==> src/cxio_defs.svh <==
// constants for the channel external control block
// How it works
// - a rising external trigger starts the channel's voltage and current ramps
// - any output change holds the sync pulse high until 10 ms after the latest change, then low
// - fault indicator is high during a supply fault, low otherwise
// - output enabled while the on/off request is high, disabled while low
// - mode indicator low in constant voltage, high in constant current
`ifndef CXIO_DEFS_SVH
`define CXIO_DEFS_SVH

`define CXIO_CLK_MHZ        200
`define CXIO_SYNC_PULSE_MS  10
// cycles of the sync pulse: ms * MHz * 1000
`define CXIO_SYNC_CYCLES    (`CXIO_SYNC_PULSE_MS * `CXIO_CLK_MHZ * 1000)
`define CXIO_CNT_W          21
`define CXIO_CNT_ZERO       21'h000000
`define CXIO_SYNC_RST       2'h0

`endif

==> src/cxio_pkg.sv <==
// types for the channel external control block
`include "cxio_defs.svh"
package cxio_pkg;
    typedef logic [`CXIO_CNT_W-1:0] cxio_cnt_t;
    typedef enum logic {CXIO_IDLE, CXIO_PULSE} cxio_state_t;
endpackage

==> src/cxio_sync2.sv <==
// two-stage synchroniser for one asynchronous level
`timescale 1ns/100ps
module cxio_sync2 (
    input  wire logic clk,
    input  wire logic rst,
    input  wire logic d,
    output logic      q
);
    logic meta_q;

    // the first stage feeds only the second stage
    always_ff @(posedge clk or posedge rst) begin
        if (rst) begin
            meta_q <= 1'h0;
            q      <= 1'h0;
        end else begin
            meta_q <= d;
            q      <= meta_q;
        end
    end
endmodule

==> src/cxio_ctrl.sv <==
// channel external control: trigger, on/off, fault, mode and sync pulse
`timescale 1ns/100ps
`include "cxio_defs.svh"
module cxio_ctrl (
    input  wire logic clk,
    input  wire logic rst,
    input  wire logic ext_ramp_trigger_in,
    input  wire logic output_enable_request_in,
    input  wire logic supply_fault,
    input  wire logic constant_current_regulation,
    input  wire logic output_changed,
    output logic      ramp_start,
    output logic      output_enable,
    output logic      fault_indicator_out,
    output logic      regulation_mode_out,
    output logic      change_sync_pulse_out
);
    import cxio_pkg::*;

    localparam cxio_cnt_t SYNC_LAST = cxio_cnt_t'(`CXIO_SYNC_CYCLES - 1);

    // one increment shared by the pulse timer and the length monitor
    function automatic cxio_cnt_t cnt_inc(input cxio_cnt_t c);
        return c + 1'b1;
    endfunction

    logic        trig_s;
    logic        onoff_s;
    logic        trig_prev_q;
    logic        en_prev_q;
    cxio_state_t state_q;
    cxio_state_t state_d;
    cxio_cnt_t   cnt_q;
    cxio_cnt_t   cnt_d;
    wire         trig_rise;
    wire         en_change;
    wire         change_evt;
    wire         cnt_last;
    wire         pulse_next;

    // both connector inputs are asynchronous to clk
    cxio_sync2 u_trig_sync (
        .clk (clk),
        .rst (rst),
        .d   (ext_ramp_trigger_in),
        .q   (trig_s)
    );
    cxio_sync2 u_onoff_sync (
        .clk (clk),
        .rst (rst),
        .d   (output_enable_request_in),
        .q   (onoff_s)
    );

    // edge detect on synchronised levels only
    assign trig_rise  = trig_s & ~trig_prev_q;
    assign en_change  = onoff_s ^ en_prev_q;
    // the request pin and the ramp engine both count as output changes
    assign change_evt = en_change | output_changed;
    // timer decode kept as named wires so the processes stay short
    assign cnt_last   = (cnt_q == SYNC_LAST);
    assign pulse_next = (state_d == CXIO_PULSE);

    // registered outputs and edge history
    always_ff @(posedge clk or posedge rst) begin
        if (rst) begin
            trig_prev_q         <= 1'h0;
            en_prev_q           <= 1'h0;
            ramp_start          <= 1'h0;
            output_enable       <= 1'h0;
            fault_indicator_out <= 1'h0;
            regulation_mode_out <= 1'h0;
        end else begin
            trig_prev_q         <= trig_s;
            en_prev_q           <= onoff_s;
            ramp_start          <= trig_rise;
            output_enable       <= onoff_s;
            fault_indicator_out <= supply_fault;
            regulation_mode_out <= constant_current_regulation;
        end
    end

    // pulse timer; a new change mid-pulse restarts the full 10 ms
    always_comb begin
        state_d = state_q;
        cnt_d   = cnt_q;
        case (state_q)
            CXIO_IDLE: begin
                if (change_evt) begin
                    state_d = CXIO_PULSE;
                    cnt_d   = `CXIO_CNT_ZERO;
                end
            end
            CXIO_PULSE: begin
                if (change_evt) begin
                    cnt_d = `CXIO_CNT_ZERO;
                end else if (cnt_last) begin
                    state_d = CXIO_IDLE;
                end else begin
                    cnt_d = cnt_inc(cnt_q);
                end
            end
            default: state_d = CXIO_IDLE;
        endcase
    end

    always_ff @(posedge clk or posedge rst) begin
        if (rst) begin
            state_q               <= CXIO_IDLE;
            cnt_q                 <= `CXIO_CNT_ZERO;
            change_sync_pulse_out <= 1'h0;
        end else begin
            state_q               <= state_d;
            cnt_q                 <= cnt_d;
            change_sync_pulse_out <= pulse_next;
        end
    end

    // length monitor: cycles since the last change while the pulse stands
    // a change clears it, so a stretched pulse is measured from its last restart
    cxio_cnt_t hi_len_q;
    always_ff @(posedge clk or posedge rst) begin
        if (rst) begin
            hi_len_q <= `CXIO_CNT_ZERO;
        end else if (change_evt) begin
            hi_len_q <= `CXIO_CNT_ZERO;
        end else if (change_sync_pulse_out) begin
            hi_len_q <= cnt_inc(hi_len_q);
        end else begin
            hi_len_q <= `CXIO_CNT_ZERO;
        end
    end
endmodule

==> config.mk <==
export PLATFORM = sky130hd
export DESIGN_NAME = cxio_ctrl
export DESIGN_NICKNAME = d
export VERILOG_FILES = /design/src/cxio_pkg.sv /design/src/cxio_sync2.sv /design/src/cxio_ctrl.sv
export VERILOG_INCLUDE_DIRS = /design/src
export SDC_FILE = /design/constraint.sdc
export NUM_CORES = 1
export LEC_CHECK = 0
export BUFFER_PORTS_ARGS = -buffer_cell sky130_fd_sc_hd__clkbuf_2
export CELL_PAD_IN_SITES_DETAIL_PLACEMENT = 1
export CELL_PAD_IN_SITES_GLOBAL_PLACEMENT = 1
export CORE_ASPECT_RATIO = 1.2
export CORE_MARGIN = 5
export CORE_UTILIZATION = 35
export CTS_BUF_LIST = sky130_fd_sc_hd__clkbuf_8 sky130_fd_sc_hd__clkbuf_16
export CTS_CLUSTER_SIZE = 14
export DETAILED_ROUTE_END_ITERATION = 16
export GPL_TIMING_DRIVEN = 0
export MAX_ROUTING_LAYER = met4
export PLACE_DENSITY_LB_ADDON = 0.05
export SLEW_MARGIN = 15
export SYNTH_ARGS = -nofsm -noshare
export SYNTH_HDL_FRONTEND = slang
export SYNTH_SLANG_ARGS = --single-unit
==> constraint.sdc <==
create_clock -name clk -period 2.1 [get_ports clk]
set_input_delay 0.42 -clock clk [delete_from_list [all_inputs] [get_ports clk]]
set_output_delay 0.42 -clock clk [all_outputs]
set_load 0.01 [all_outputs]
==> qor.yml <==
outcome:
  outcome: "complete, but fails checks"
  violations: "negative setup slack"
timing:
  setup_viol: 3
  layout_setup_ws_ps: -24.07
  fmax_ghz: 0.4708
  finalSetupTns_ps: -32.66
  maxSlewViolCount: 0
  timing.slew.headroom_pct: 56.03
  tightestPinTransition_ps: 658.7
  min_period_ps: 2124
  fin_crit_sh_pct: 101.1
  rsz0062_at_grt: "true"
  finalHoldViolCount: 0
  fin_skew_ps: 5.383
  holdWs_ps: 203.5
synthesis:
  syn_avg_cell_area_sq_um: 10.55
  synth_ff_type: "dfrtp_1"
  syn_nets: 144
  synth_cell_types: 35
  async_reset_ff_share_pct: 100.0
  synth-seq-area-share_pct: 54.05
  ys_top_cells_by_area: "dfrtp_1 54%, xor2_1 7.3%, nand4_1 4.4%"
  synth_edf_count: 0
  ys_ff_latch: 31
  syn_area_sq_um: 1435
  synth_warnings: 0
  netlist.area_leader.share_pct: 54.05
  syn_inst: 136
  yosysTopAreaCell: "dfrtp_1"
worst_setup_path:
  worstPathRequired_ps: 2260
  crit_path_top_delay_cell: "or4_4"
  timing.setup.critical_path_class: "reg2reg"
  worstPathBufferInverterCount: 1
  critical_path.top_delay_family: "simple AND/OR/NAND/NOR gates"
  end_kind: "flop"
  slowest_delay_ps: 540
  arrival_ps: 2280
  cp_common_cell: "or4_4"
  r2r-end: "cnt_q[0]"
  reg2reg_depth: 6
  r2r-start: "cnt_q[7]"
  startpoint_type: "flop"
  critical_path.cell_chain: "or4_4 > or4_4 > o21ai_4 > buf_6 > xor2_2 > nor2_1"
  worst-path-max-fanout: 6
  r2r_setup_slack_ps: -20
floorplanning:
  start_util_pct: 36.41
  num_rows: 25
  coreArea_sq_um: 3941
  ios: 12
  die_w_um: 68.46
  die_h_um: 80.15
  die-area_sq_um: 5486
pwr:
  pwr-share-clk_pct: 48.5
  combinationalPowerShare_pct: 3.6
  internal_power_mw: 1.006
  total_power_mw: 1.283
  power.static_leakage_nw: 0.7362
  power_density_nw_per_um2: 746.4
  power.net_switching_mw: 0.2774
  seqPwrFrac_pct: 47.9
  switching_share_pct: 21.62
  peakVddDrop_v: 0.0003033
clock_network:
  clockBufferDepth: 2
  clk_latency_ps: 290
  cts-root-buf: "clkbuf_8"
  postCtsHoldBufs: 0
  path_clk_slew_ps: 70
  cts_tree: "done"
  htreeDepth: 2
  numCtsBuffers: 5
  clock-sinks: 31
flow_run:
  drv_cap: 0
global_route:
  grt-ovfl-total: 0
  antenna_found_initial: 0
  grt_pass1_vias: 1260
  grtUsageTotal_pct: 15.76
  grt_pass1_wl_um: 6106
  grt_max_degree: 32
drt:
  drc: 0
  drt-total-wl_um: 3375
  via_per_inst: 5.171
  num_vias: 1091
  wl_per_cell_um: 16.00
  drtIter0Drc: 46
  first_pass_iters: 4
  route.antenna.remaining_nets: 0
final_layout:
  seq_area_sq_um: 777.0
  layout_common_cells: "30 x dfrtp_1, 15 x nor2_1, 12 x xor2_1"
  layout_commonest_cell: "dfrtp_1"
  nets: 164
  stdcell_count: 211
  fillCellCount: 458
  num_antenna_cells: 0
  final_area_sq_um: 1719
  final_util_pct: 43.62
  multiInputGateArea_sq_um: 626.9
  drive_gt1_share_pct: 22.93
  syn_to_final_growth_pct: 19.79
place:
  dp_slack_ps: -152.1
  placed_area_sq_um: 1558
  place_inst: 201
  dp_hpwl_um: 2214
  io_buffer_count: 11
  gp_congestion: 0.8014
worst_hold_path:
  hold_path_class: "in2async"
power by group through the flow:
stage | combinational [mW] | sequential (mW) | clock (mW)
after floorplan | 0.0262 | 0.627 | 0
after global placement | 0.0472 | 0.625 | 0
after detailed placement | 0.0487 | 0.626 | 0
after CTS | 0.0494 | 0.615 | 0.632
after global routing | 0.0557 | 0.616 | 0.657
final | 0.0463 | 0.614 | 0.622
state kept, by name (all words and copies together) (netlist names):
| signal | count |
|---|---|
| cnt_q | 21 |
| en_prev_q | 1 |
| fault_indicator_out | 1 |
| ramp_start | 1 |
| regulation_mode_out | 1 |
| state_q | 1 |
| trig_prev_q | 1 |
| u_onoff_sync.meta_q | 1 |
| u_onoff_sync.q | 1 |
| u_trig_sync.meta_q | 1 |
| u_trig_sync.q | 1 |
worst max-delay path by stage:
stage	cells after the start	startpoint	endpoint	slack [ps]
6_report	6	cnt_q[7]	cnt_q[0]	-20
2_1_floorplan	7	cnt_q[7]	cnt_q[13]	60
4_1_cts	7	cnt_q[7]	cnt_q[0]	-40
3_5_place_dp	7	cnt_q[7]	cnt_q[13]	-150
3_3_place_gp	7	cnt_q[7]	cnt_q[0]	-120
5_1_grt	6	cnt_q[7]	cnt_q[0]	-100
cell usage after synthesis, types with 2 or more instances:
| cell type | count |
|---|---|
| nor2_1 | 15 |
| o211ai_1 | 4 |
| nand3_1 | 6 |
| nand4bb_1 | 2 |
| clkbuf_1 | 6 |
| and4_1 | 3 |
| and2_1 | 3 |
| xor2_1 | 12 |
| and3_1 | 4 |
| or4_1 | 5 |
| nand4_1 | 10 |
| inv_1 | 3 |
| o21ai_2 | 2 |
| nand2_1 | 8 |
| dfrtp_1 | 31 |
| a21oi_1 | 2 |
| xnor2_1 | 2 |
cell type report:
type,instances,area share (%)
timing repair buffer,15,4.949
buffer,7,1.965
multi-input combinational,93,36.46
inverter,3,0.6550
clock inverter,2,2.038
sequential,31,45.20
clock buffer,6,4.803
tap,54,3.930
routing by layer:
metal,wire (um),track usage [%]
met5,0,-
met4,67,6.561
met3,84,4.196
met2,1847,26.55
met1,1376,17.18
cell families after synthesis:
family	synth area share, %
AOI/OAI and AO/OA	6.888
xor gates and xnor gates	9.678
adders and majority gates	0.8717
buffers and inverters	3.748
DFF	54.05
and+or+nand+nor	24.76
what timing repair did:
item / in CTS / in global routing
setup endpoints to repair: 10 / 10
resized for setup: 8 / 0
setup buffers: 3 / 0
gates cloned: 1 / 0
pin swaps: 6 / 3
Note: power is estimated with default switching activity, not from simulation.
